File: src/verilog/aea_defines.svh
/*
 * Register offsets, field positions, reset values and timing counts for the apparent energy accumulator.
 * Assumes a byte-wide register address on the plain register port.
 */
`ifndef AEA_DEFINES_SVH
`define AEA_DEFINES_SVH

`define AEA_OFF_ENERGY       8'h07
`define AEA_OFF_ENERGY_RC    8'h08
`define AEA_OFF_LINE_ENERGY  8'h09
`define AEA_OFF_PULSE_MODE   8'h0C
`define AEA_OFF_NO_LOAD      8'h0E
`define AEA_OFF_HALF_CYCLES  8'h12
`define AEA_OFF_GAIN         8'h1F
`define AEA_OFF_DIVIDER      8'h26
`define AEA_OFF_P1_NUM       8'h27
`define AEA_OFF_P1_DEN       8'h28
`define AEA_OFF_P2_NUM       8'h29
`define AEA_OFF_P2_DEN       8'h2A
`define AEA_OFF_IRQ_EN_LOW   8'hD9
`define AEA_OFF_IRQ_EN_MID   8'hDA
`define AEA_OFF_IRQ_EN_HIGH  8'hDB
`define AEA_OFF_IRQ_ST_LOW   8'hDC
`define AEA_OFF_IRQ_ST_MID   8'hDD
`define AEA_OFF_IRQ_ST_HIGH  8'hDE

`define AEA_BIT_AMP_HOUR     3
`define AEA_BIT_NL_LSB       4
`define AEA_BIT_NO_LOAD      2
`define AEA_BIT_HALF_FULL    2
`define AEA_BIT_OVERFLOW     5
`define AEA_BIT_CYCLE_END    2

`define AEA_RST_BYTE         8'h00
`define AEA_RST_HALF_CYCLES  16'hFFFF
`define AEA_RST_WORD16       16'h0000
`define AEA_RST_GAIN         12'h000

`define AEA_SAMPLE_DIV       5

`endif

File: src/verilog/aea_pkg.sv
/*
 * Types shared by the apparent energy accumulator.
 * Assumes aea_defines.svh supplies the numeric constants.
 */
package aea_pkg;

	typedef enum logic [1:0] {
		AEA_LINE_WAIT = 2'b01,
		AEA_LINE_RUN  = 2'b10
	} aea_line_e;

	typedef struct packed {
		logic [7:0]  addr;
		logic [23:0] wdata;
		logic        wr;
		logic        rd;
	} aea_bus_s;

	typedef struct packed {
		logic [15:0] num1;
		logic [15:0] den1;
		logic [15:0] num2;
		logic [15:0] den2;
		logic [7:0]  mode;
	} aea_pulse_cfg_s;

endpackage : aea_pkg
File: src/verilog/aea_accumulator.sv
/*
 * Apparent energy accumulator: gain, no-load gate, 48-bit accumulation, divided, read-clear and line registers,
 * status flags and the sample word for the two frequency converters.
 * Assumes power, rms and zero-crossing inputs are synchronous to clk and that the bus master follows the strobe rules.
 */
// Function
// Accumulate each sample into 48-bit register.
// Update once every five clock periods.
// Accumulation uses signed addition.
// Divide by divider, zero means one.
// Read-clear energy copy returns zero after read.
// Unsigned energy; half-full, overflow flags enabled.
// Half-full judged on full 24 bits.
// Line accumulation always runs between zero crossings.
// Half-cycle count is unsigned 16 bits.
// Cycle end sets flag, enabled interrupt.
// Count write clears line, restarts at crossing.
// Line register uses same path and weight.
// Below threshold: no accumulation, no-load flag.
// Two-bit code selects no-load threshold.
// Same threshold gates the rms pulse.
// Ampere-hour bit selects current rms input.
// Same gain, divider, pulse registers apply.
// Pulse from gained signal, active low.
// No offset correction in this path.
// Two independent frequency converter channels fed.
// Gain is one plus gain over 4096.
// Writing zero clears a status bit.
// Energy wraps and flags overflow together.
`timescale 1ns/1ps
`include "aea_defines.svh"

module aea_accumulator #(
	parameter logic [23:0] FULL_SCALE = 24'h1A_36E2
) (
	input  wire logic                  clk,
	input  wire logic                  rst_n,
	input  wire aea_pkg::aea_bus_s     bus,
	output logic [23:0]                rdata,
	input  wire logic [23:0]           apparent_power,
	input  wire logic [23:0]           current_rms,
	input  wire logic                  zero_cross,
	output logic [24:0]                dfc_word,
	output logic                       dfc_valid,
	output logic                       no_load_active,
	output aea_pkg::aea_pulse_cfg_s    pulse_cfg,
	output logic                       energy_pulse_n,
	output logic                       energy_irq
);

	localparam logic [23:0] THR_01 = 24'((32'(FULL_SCALE) * 3) / 10000);
	localparam logic [23:0] THR_10 = 24'((32'(FULL_SCALE) * 3) / 20000);
	localparam logic [23:0] THR_11 = 24'((32'(FULL_SCALE) * 3) / 40000);

	logic [2:0]          tick_cnt_r;
	logic                tick;
	logic [7:0]          mode_r;
	logic [7:0]          nl_mode_r;
	logic [15:0]         half_cycles_r;
	logic [11:0]         gain_r;
	logic [7:0]          div_r;
	logic [15:0]         p1_num_r;
	logic [15:0]         p1_den_r;
	logic [15:0]         p2_num_r;
	logic [15:0]         p2_den_r;
	logic [7:0]          en_low_r;
	logic [7:0]          en_mid_r;
	logic [7:0]          en_high_r;
	logic [7:0]          st_low_r;
	logic [7:0]          st_mid_r;
	logic [7:0]          st_high_r;
	logic signed [47:0]  acc_r;
	logic signed [47:0]  line_acc_r;
	logic [23:0]         energy_r;
	logic [23:0]         energy_nxt;
	logic [23:0]         rc_base_r;
	logic [23:0]         line_energy_r;
	logic [15:0]         half_cnt_r;
	aea_pkg::aea_line_e  line_state_r;
	logic signed [23:0]  sel_word;
	logic signed [35:0]  gain_prod;
	logic signed [24:0]  scaled;
	logic [24:0]         magnitude;
	logic [23:0]         threshold;
	logic                below;
	logic                wr_count;
	logic                line_end;
	logic                half_full_evt;
	logic                overflow_evt;

	// The quotient treats the total as unsigned; a negative total divided by more than one is not meaningful.
	function automatic logic [23:0] div_upper(input logic [47:0] a, input logic [7:0] d);
		logic [47:0] q;
		q = a / 48'((d == 8'h00) ? 8'h01 : d);
		return q[47:24];
	endfunction : div_upper

	// Updates are spaced by a modulo-five counter instead of a clock enable.
	always_ff @(posedge clk or negedge rst_n) begin
		if (!rst_n) begin
			tick_cnt_r <= 3'h0;
		end else if (tick_cnt_r == 3'(`AEA_SAMPLE_DIV - 1)) begin
			tick_cnt_r <= 3'h0;
		end else begin
			tick_cnt_r <= tick_cnt_r + 3'h1;
		end
	end
	assign tick = (tick_cnt_r == 3'h0);

	// The input word carries no offset term; offsets are removed upstream in the rms stages.
	always_comb begin
		sel_word  = mode_r[`AEA_BIT_AMP_HOUR] ? current_rms : apparent_power;
		gain_prod = sel_word * $signed(gain_r);
		scaled    = 25'(sel_word) + 25'(gain_prod >>> 12);
		magnitude = scaled[24] ? 25'(-scaled) : scaled;
		unique case (nl_mode_r[`AEA_BIT_NL_LSB +: 2])
			2'b01:   threshold = THR_01;
			2'b10:   threshold = THR_10;
			2'b11:   threshold = THR_11;
			default: threshold = 24'h00_0000;
		endcase
		below = (nl_mode_r[`AEA_BIT_NL_LSB +: 2] != 2'b00) && (magnitude < 25'(threshold));
	end

	always_ff @(posedge clk or negedge rst_n) begin
		if (!rst_n) begin
			acc_r <= 48'sh0000_0000_0000;
		end else if (tick && !below) begin
			acc_r <= acc_r + 48'(scaled);
		end
	end

	assign energy_nxt    = div_upper(acc_r, div_r);
	assign half_full_evt = energy_nxt[23] && !energy_r[23];
	assign overflow_evt  = energy_nxt < energy_r;

	always_ff @(posedge clk or negedge rst_n) begin
		if (!rst_n) begin
			energy_r <= 24'h00_0000;
		end else begin
			energy_r <= energy_nxt;
		end
	end

	// The read-clear copy is the distance from a snapshot, so no second divider is needed.
	always_ff @(posedge clk or negedge rst_n) begin
		if (!rst_n) begin
			rc_base_r <= 24'h00_0000;
		end else if (bus.rd && bus.addr == `AEA_OFF_ENERGY_RC) begin
			rc_base_r <= energy_r;
		end
	end

	assign wr_count = bus.wr && bus.addr == `AEA_OFF_HALF_CYCLES;
	// A zero count is taken as one half cycle.
	assign line_end = (line_state_r == aea_pkg::AEA_LINE_RUN) && zero_cross &&
		(half_cnt_r + 16'h0001 >= half_cycles_r);

	always_ff @(posedge clk or negedge rst_n) begin
		if (!rst_n) begin
			line_state_r <= aea_pkg::AEA_LINE_WAIT;
			half_cnt_r   <= 16'h0000;
			line_acc_r   <= 48'sh0000_0000_0000;
		end else if (wr_count) begin
			line_state_r <= aea_pkg::AEA_LINE_WAIT;
			half_cnt_r   <= 16'h0000;
			line_acc_r   <= 48'sh0000_0000_0000;
		end else begin
			unique case (line_state_r)
				aea_pkg::AEA_LINE_WAIT: begin
					if (zero_cross) begin
						line_state_r <= aea_pkg::AEA_LINE_RUN;
						half_cnt_r   <= 16'h0000;
						line_acc_r   <= 48'sh0000_0000_0000;
					end
				end
				aea_pkg::AEA_LINE_RUN: begin
					// The sample at the ending crossing is dropped so that adjacent periods never share one.
					if (line_end) begin
						half_cnt_r <= 16'h0000;
						line_acc_r <= 48'sh0000_0000_0000;
					end else begin
						if (zero_cross) begin
							half_cnt_r <= half_cnt_r + 16'h0001;
						end
						if (tick && !below) begin
							line_acc_r <= line_acc_r + 48'(scaled);
						end
					end
				end
			endcase
		end
	end

	always_ff @(posedge clk or negedge rst_n) begin
		if (!rst_n) begin
			line_energy_r <= 24'h00_0000;
		end else if (wr_count) begin
			line_energy_r <= 24'h00_0000;
		end else if (line_end) begin
			line_energy_r <= div_upper(line_acc_r, div_r);
		end
	end

	always_ff @(posedge clk or negedge rst_n) begin
		if (!rst_n) begin
			mode_r        <= `AEA_RST_BYTE;
			nl_mode_r     <= `AEA_RST_BYTE;
			half_cycles_r <= `AEA_RST_HALF_CYCLES;
			gain_r        <= `AEA_RST_GAIN;
			div_r         <= `AEA_RST_BYTE;
			p1_num_r      <= `AEA_RST_WORD16;
			p1_den_r      <= `AEA_RST_WORD16;
			p2_num_r      <= `AEA_RST_WORD16;
			p2_den_r      <= `AEA_RST_WORD16;
			en_low_r      <= `AEA_RST_BYTE;
			en_mid_r      <= `AEA_RST_BYTE;
			en_high_r     <= `AEA_RST_BYTE;
		end else if (bus.wr) begin
			// Writes to read-only or unmapped offsets fall through and change nothing.
			unique case (bus.addr)
				`AEA_OFF_PULSE_MODE:  mode_r        <= bus.wdata[7:0];
				`AEA_OFF_NO_LOAD:     nl_mode_r     <= bus.wdata[7:0];
				`AEA_OFF_HALF_CYCLES: half_cycles_r <= bus.wdata[15:0];
				`AEA_OFF_GAIN:        gain_r        <= bus.wdata[11:0];
				`AEA_OFF_DIVIDER:     div_r         <= bus.wdata[7:0];
				`AEA_OFF_P1_NUM:      p1_num_r      <= bus.wdata[15:0];
				`AEA_OFF_P1_DEN:      p1_den_r      <= bus.wdata[15:0];
				`AEA_OFF_P2_NUM:      p2_num_r      <= bus.wdata[15:0];
				`AEA_OFF_P2_DEN:      p2_den_r      <= bus.wdata[15:0];
				`AEA_OFF_IRQ_EN_LOW:  en_low_r      <= bus.wdata[7:0];
				`AEA_OFF_IRQ_EN_MID:  en_mid_r      <= bus.wdata[7:0];
				`AEA_OFF_IRQ_EN_HIGH: en_high_r     <= bus.wdata[7:0];
				default: ;
			endcase
		end
	end

	// Status bits clear on a written zero, but a same-cycle event wins over the clear.
	always_ff @(posedge clk or negedge rst_n) begin
		if (!rst_n) begin
			st_low_r  <= `AEA_RST_BYTE;
			st_mid_r  <= `AEA_RST_BYTE;
			st_high_r <= `AEA_RST_BYTE;
		end else begin
			st_low_r  <= ((bus.wr && bus.addr == `AEA_OFF_IRQ_ST_LOW)  ? st_low_r  & bus.wdata[7:0] : st_low_r)
				| (8'(tick && below) << `AEA_BIT_NO_LOAD);
			st_mid_r  <= ((bus.wr && bus.addr == `AEA_OFF_IRQ_ST_MID)  ? st_mid_r  & bus.wdata[7:0] : st_mid_r)
				| (8'(half_full_evt) << `AEA_BIT_HALF_FULL) | (8'(overflow_evt) << `AEA_BIT_OVERFLOW);
			st_high_r <= ((bus.wr && bus.addr == `AEA_OFF_IRQ_ST_HIGH) ? st_high_r & bus.wdata[7:0] : st_high_r)
				| (8'(line_end) << `AEA_BIT_CYCLE_END);
		end
	end

	assign energy_irq = |(st_low_r & en_low_r) | |(st_mid_r & en_mid_r) | |(st_high_r & en_high_r);

	always_ff @(posedge clk or negedge rst_n) begin
		if (!rst_n) begin
			rdata <= 24'h00_0000;
		end else if (bus.rd) begin
			// Narrow registers read back as zero above their width.
			unique case (bus.addr)
				`AEA_OFF_ENERGY:      rdata <= energy_r;
				`AEA_OFF_ENERGY_RC:   rdata <= energy_r - rc_base_r;
				`AEA_OFF_LINE_ENERGY: rdata <= line_energy_r;
				`AEA_OFF_PULSE_MODE:  rdata <= {16'h0000, mode_r};
				`AEA_OFF_NO_LOAD:     rdata <= {16'h0000, nl_mode_r};
				`AEA_OFF_HALF_CYCLES: rdata <= {8'h00, half_cycles_r};
				`AEA_OFF_GAIN:        rdata <= {12'h000, gain_r};
				`AEA_OFF_DIVIDER:     rdata <= {16'h0000, div_r};
				`AEA_OFF_P1_NUM:      rdata <= {8'h00, p1_num_r};
				`AEA_OFF_P1_DEN:      rdata <= {8'h00, p1_den_r};
				`AEA_OFF_P2_NUM:      rdata <= {8'h00, p2_num_r};
				`AEA_OFF_P2_DEN:      rdata <= {8'h00, p2_den_r};
				`AEA_OFF_IRQ_EN_LOW:  rdata <= {16'h0000, en_low_r};
				`AEA_OFF_IRQ_EN_MID:  rdata <= {16'h0000, en_mid_r};
				`AEA_OFF_IRQ_EN_HIGH: rdata <= {16'h0000, en_high_r};
				`AEA_OFF_IRQ_ST_LOW:  rdata <= {16'h0000, st_low_r};
				`AEA_OFF_IRQ_ST_MID:  rdata <= {16'h0000, st_mid_r};
				`AEA_OFF_IRQ_ST_HIGH: rdata <= {16'h0000, st_high_r};
				default:              rdata <= 24'h00_0000;
			endcase
		end else begin
			rdata <= 24'h00_0000;
		end
	end

	// Both converter channels take the same gated word; each applies its own ratio from pulse_cfg.
	always_ff @(posedge clk or negedge rst_n) begin
		if (!rst_n) begin
			dfc_word       <= 25'h000_0000;
			dfc_valid      <= 1'b0;
			no_load_active <= 1'b0;
		end else begin
			dfc_word       <= below ? 25'h000_0000 : scaled;
			dfc_valid      <= tick;
			no_load_active <= below;
		end
	end

	// Low for one clock whenever the energy LSB moves, so a lamp or counter sees an active-low strobe.
	always_ff @(posedge clk or negedge rst_n) begin
		if (!rst_n) begin
			energy_pulse_n <= 1'b1;
		end else begin
			energy_pulse_n <= (energy_nxt == energy_r);
		end
	end

	assign pulse_cfg = '{num1: p1_num_r, den1: p1_den_r, num2: p2_num_r, den2: p2_den_r, mode: mode_r};
endmodule : aea_accumulator

File: config.mk
export PLATFORM = sky130hd
export DESIGN_NAME = aea_accumulator
export DESIGN_NICKNAME = d
export VERILOG_FILES = /design/src/verilog/aea_pkg.sv /design/src/verilog/aea_accumulator.sv
export VERILOG_INCLUDE_DIRS = /design/src /design/src/verilog
export SDC_FILE = /design/constraint.sdc
export NUM_CORES = 2
export LEC_CHECK = 0
export ABC_AREA = 1
export ABC_CLOCK_PERIOD_IN_PS = 46300
export BUFFER_PORTS_ARGS = -buffer_cell sky130_fd_sc_hd__clkbuf_2
export CORE_ASPECT_RATIO = 1.25
export CORE_UTILIZATION = 35
export CTS_CLUSTER_DIAMETER = 50
export DETAILED_ROUTE_END_ITERATION = 10
export PLACE_DENSITY = 0.54
export SLEW_MARGIN = 25
export SYNTH_ARGS = -nofsm -noshare
export SYNTH_HDL_FRONTEND = slang
export SYNTH_SLANG_ARGS = --single-unit
File: constraint.sdc
create_clock -name clk -period 46.3 [get_ports clk]
set_clock_uncertainty 0.15 [all_clocks]
set_input_delay 6.945 -clock clk [delete_from_list [all_inputs] [get_ports clk]]
set_output_delay 6.945 -clock clk [all_outputs]
set_load 0.02 [all_outputs]
==> implementation parameters <==
Parameter                              Value

Finish
  Layout cells sized above 1    14.4%
  Final standard cell area without fillers    65400 µm²
  Layout filler cell count    17104
  Area overhead of the layout relative to synthesis    13.1%
  Nets    9667

Logic synthesis
  Post-synth design cell area    57800 µm²
  Most used flip-flop cell after synthesis    sky130_fd_sc_hd__dfrtp_1
  Ys async rst share    100%
  Sequential fraction of the synthesis area    17.6%
  Number of enable-type register cells in the synthesized netlist    0
  FF+latch count, synth    405
  Synthesis Warnings    0
  Post-Synthesis Net Count    9310
  Synth unique cells    84
  Cell count after synthesis    8372
  Mapped Avg Cell Area    6.91 µm²

Global routing
  Number of antenna violations at the first check in global routing    12
  First-pass GRT wire length    303 mm
  Combined global-route utilization of all metal layers    23.1%
  Global route overflow    0
  Number of global-route vias before repair    53778
  Pin count of the biggest net entering global routing    96

Timing
  Slew Limit Headroom    26.6%
  Number of setup violations in the final report    0
  Final number of max-transition violations    0
  Maximum frequency from static timing analysis    23.5 MHz
  Total negative slack for setup checks    0 ns
  Final hold viol count    0
  Transition time at the pin with the least slew margin    1.09 ns
  Tmin final    42.51 ns
  Final critical-path share of the clock period    91.8%

Die
  Die span in x    366 µm
  Core region area    164000 µm²
  Std-Cell Rows    166
  Y dimension of the die    456 µm
  Starting Density    35.3%
  Area enclosed by the die boundary    167000 µm²
  Io pins    210

Run status
  Status    completed

Route
  Final ANT Viol Nets    0
  Wire length reported by the detailed router    195 mm
  Via-per-instance ratio    5.09
  WL/cell    17.8 µm
  Vias post-DR    55731
  Initial DRC count    3484
  Remaining DRCs    0
  Number of optimization iterations in the first detailed-route pass    6

Run
  Total of max-cap violations    0

Critical path
  CP endpoint kind    flip-flop
  Crit start category    flip-flop
  Worst Setup Path Type    reg2reg
  Largest stage delay, worst path    0.52 ns
  Required @ worst endpoint    46.76 ns
  Critical Path Most Common Cell    sky130_fd_sc_hd__nand2_1
  Critical path peak fanout    14
  Arr. time, crit path    42.96 ns
  Cell type of the slowest stage on the worst timing path    sky130_fd_sc_hd__or3b_2
  Reg2Reg Depth    316

Clock tree
  Worst-path clk slew    0.07 ns
  Master cell of the clock root buffer    sky130_fd_sc_hd__clkbuf_16
  Maximum root-to-sink buffer count    3
  Clk Latency, worst-skew pair    0.67 ns
  Clock sink total    405
  CTS Buf Count    51
  CTS tree    built
  Count of H-tree levels built during CTS    2
  Hold buffers post-CTS    0

Place
  Half-perimeter wire length of the detailed placement result    157 mm
  Routability congestion estimate from global placement    0.953
  Placed Instance Area    62300 µm²
  Number of buffer cells added on primary ports    201

Hold path
  Type of the worst min-delay path    reg2reg
  WHS Path Cells    1
==> critical path: cells and delay by family (launching register included) <==
kind,cells,cell delay [ns]
adder cells (fa/ha/maj),25,7.58
flip-flops,1,0.44
AO/OA/AOI/OAI,80,11.86
buffers and inverters,52,4.95
AND/OR/NAND/NOR,159,17.33
==> placed cells by master, fill, tap and decap left out, types with 13 or more instances in the layout <==
cell type,netlist,routed
sky130_fd_sc_hd__a21oi_2,3,52
sky130_fd_sc_hd__a31oi_1,22,22
sky130_fd_sc_hd__clkbuf_1,163,13
sky130_fd_sc_hd__or2_2,79,78
sky130_fd_sc_hd__nand2_1,1971,1963
sky130_fd_sc_hd__nand2_4,33,35
sky130_fd_sc_hd__nand3b_1,37,37
sky130_fd_sc_hd__dfstp_2,18,18
sky130_fd_sc_hd__a221oi_1,28,28
sky130_fd_sc_hd__a21oi_1,405,351
sky130_fd_sc_hd__buf_4,11,291
sky130_fd_sc_hd__a21o_1,27,27
sky130_fd_sc_hd__fa_1,260,260
sky130_fd_sc_hd__nand3_1,397,391
sky130_fd_sc_hd__o21bai_1,53,51
sky130_fd_sc_hd__nor2_2,45,54
sky130_fd_sc_hd__nor2_4,41,54
sky130_fd_sc_hd__clkbuf_16,0,51
sky130_fd_sc_hd__o21a_1,25,25
sky130_fd_sc_hd__o22ai_1,70,70
sky130_fd_sc_hd__o21ai_1,48,77
sky130_fd_sc_hd__nor4_1,27,26
sky130_fd_sc_hd__nand3_2,84,88
sky130_fd_sc_hd__nor3_1,80,76
sky130_fd_sc_hd__inv_2,29,32
sky130_fd_sc_hd__o211ai_1,16,16
sky130_fd_sc_hd__xor2_1,241,241
sky130_fd_sc_hd__nand3_4,21,25
sky130_fd_sc_hd__clkbuf_2,0,200
sky130_fd_sc_hd__o31ai_1,30,27
sky130_fd_sc_hd__inv_1,1285,1270
sky130_fd_sc_hd__o21ai_0,598,550
sky130_fd_sc_hd__o21ai_2,11,29
sky130_fd_sc_hd__ha_1,593,588
sky130_fd_sc_hd__clkinv_1,35,32
sky130_fd_sc_hd__dfrtp_1,387,385
sky130_fd_sc_hd__nor2_1,645,623
sky130_fd_sc_hd__nand4_1,137,137
sky130_fd_sc_hd__nand2_2,115,119
sky130_fd_sc_hd__xnor2_1,142,141
==> timing repair <==
item	CTS	global route
hold endpoints to repair	0	0
buffers inserted	1	80
gates resized for setup	10	225
pin swaps	1	99
endpoints found under the setup margin	3	7
cloned	1	3
==> layout make-up <==
type	count	area (µm²)	share of cell area, %
Inverter	1359	5180	7.92
Clock buffer	69	1390	2.13
Antenna cell	3	7.51	0.0115
Sequential cell	405	10200	15.5
Multi-Input combinational cell	6410	42300	64.7
Tap cell	2184	2730	4.18
Timing Repair Buffer	500	3310	5.06
Timing Repair inverter	2	10.0	0.0153
Clock inverter	26	302	0.461
==> registers in the layout, summed over array words and instances, names as in the netlist, 12 cells and up <==
name           count
acc_r             48
line_acc_r        48
dfc_word          25
energy_r          24
line_energy_r     24
rc_base_r         24
rdata             24
half_cnt_r        16
half_cycles_r     16
p1_den_r          16
p1_num_r          16
p2_den_r          16
p2_num_r          16
gain_r            12
==> layer usage <==
metal / up-vias / GRT usage, % / routed length (µm)
li1: 27861 / - / -
met1: 26364 / 29.0 / 83900
met2: 1223 / 40.3 / 95400
met3: 277 / 2.86 / 9430
met4: 6 / 7.41 / 6480
met5: - / 0 / 38
==> synth_stat cells (41+ instances only) <==
cell | n | area, µm²
sky130_fd_sc_hd__nor2_1 | 645 | 2420
sky130_fd_sc_hd__nand3_1 | 397 | 1990
sky130_fd_sc_hd__ha_1 | 593 | 7420
sky130_fd_sc_hd__nand3_2 | 84 | 841
sky130_fd_sc_hd__xor2_1 | 241 | 2110
sky130_fd_sc_hd__nor2_4 | 41 | 462
sky130_fd_sc_hd__nand2_2 | 115 | 719
sky130_fd_sc_hd__dfrtp_1 | 387 | 9680
sky130_fd_sc_hd__o21bai_1 | 53 | 398
sky130_fd_sc_hd__o21ai_1 | 48 | 240
sky130_fd_sc_hd__clkbuf_1 | 163 | 612
sky130_fd_sc_hd__nand4_1 | 137 | 857
sky130_fd_sc_hd__or2_2 | 79 | 494
sky130_fd_sc_hd__nor2_2 | 45 | 282
sky130_fd_sc_hd__inv_1 | 1285 | 4820
sky130_fd_sc_hd__o21ai_0 | 598 | 2990
sky130_fd_sc_hd__fa_1 | 260 | 5200
sky130_fd_sc_hd__xnor2_1 | 142 | 1240
sky130_fd_sc_hd__nor3_1 | 80 | 400
sky130_fd_sc_hd__nand2_1 | 1971 | 7400
sky130_fd_sc_hd__o22ai_1 | 70 | 438
sky130_fd_sc_hd__a21oi_1 | 405 | 2030
==> metrics by stage <==
stage	setup slack (ns)	std cells	hold WS, ns	util, %
after floorplan	0.00136	8372	0.277	-
after global placement	-0.00319	10775	0.289	38.0
after detailed placement	-0.456	10775	0.301	38.0
after CTS	0.0719	10872	0.309	39.1
after global routing	-0.248	10958	0.353	39.9
final	3.79	10958	0.308	39.9
==> path summary, 6_finish.rpt <==
kind / from / endpoint / slack [ns]
setup / recovery: div_r[3] / st_mid_r[5] / 3.79
hold / removal: tick_cnt_r[0] / tick_cnt_r[0] / 0.31
setup reg to reg: div_r[3] / st_mid_r[5] / 3.79
hold reg to reg: tick_cnt_r[0] / tick_cnt_r[0] / 0.31
max in group asynchronous: rst_n / rc_base_r[22] / 38.03
min in group asynchronous: rst_n / line_acc_r[9] / 6.09
==> kinds of logic after synthesis <==
kind of cell,after synthesis,share of synthesized area [%]
AOI/OAI and AO/OA,1410,13.8
xor gates and xnor gates,383,5.80
adders and majority gates,853,21.8
buffers and inverters,1559,10.5
DFF,405,17.6
and+or+nand+nor,3762,30.4
Power is left out: the tool's default activity adds up to more than one toggle a clock period on the data nets, which glitch-free logic cannot reach.
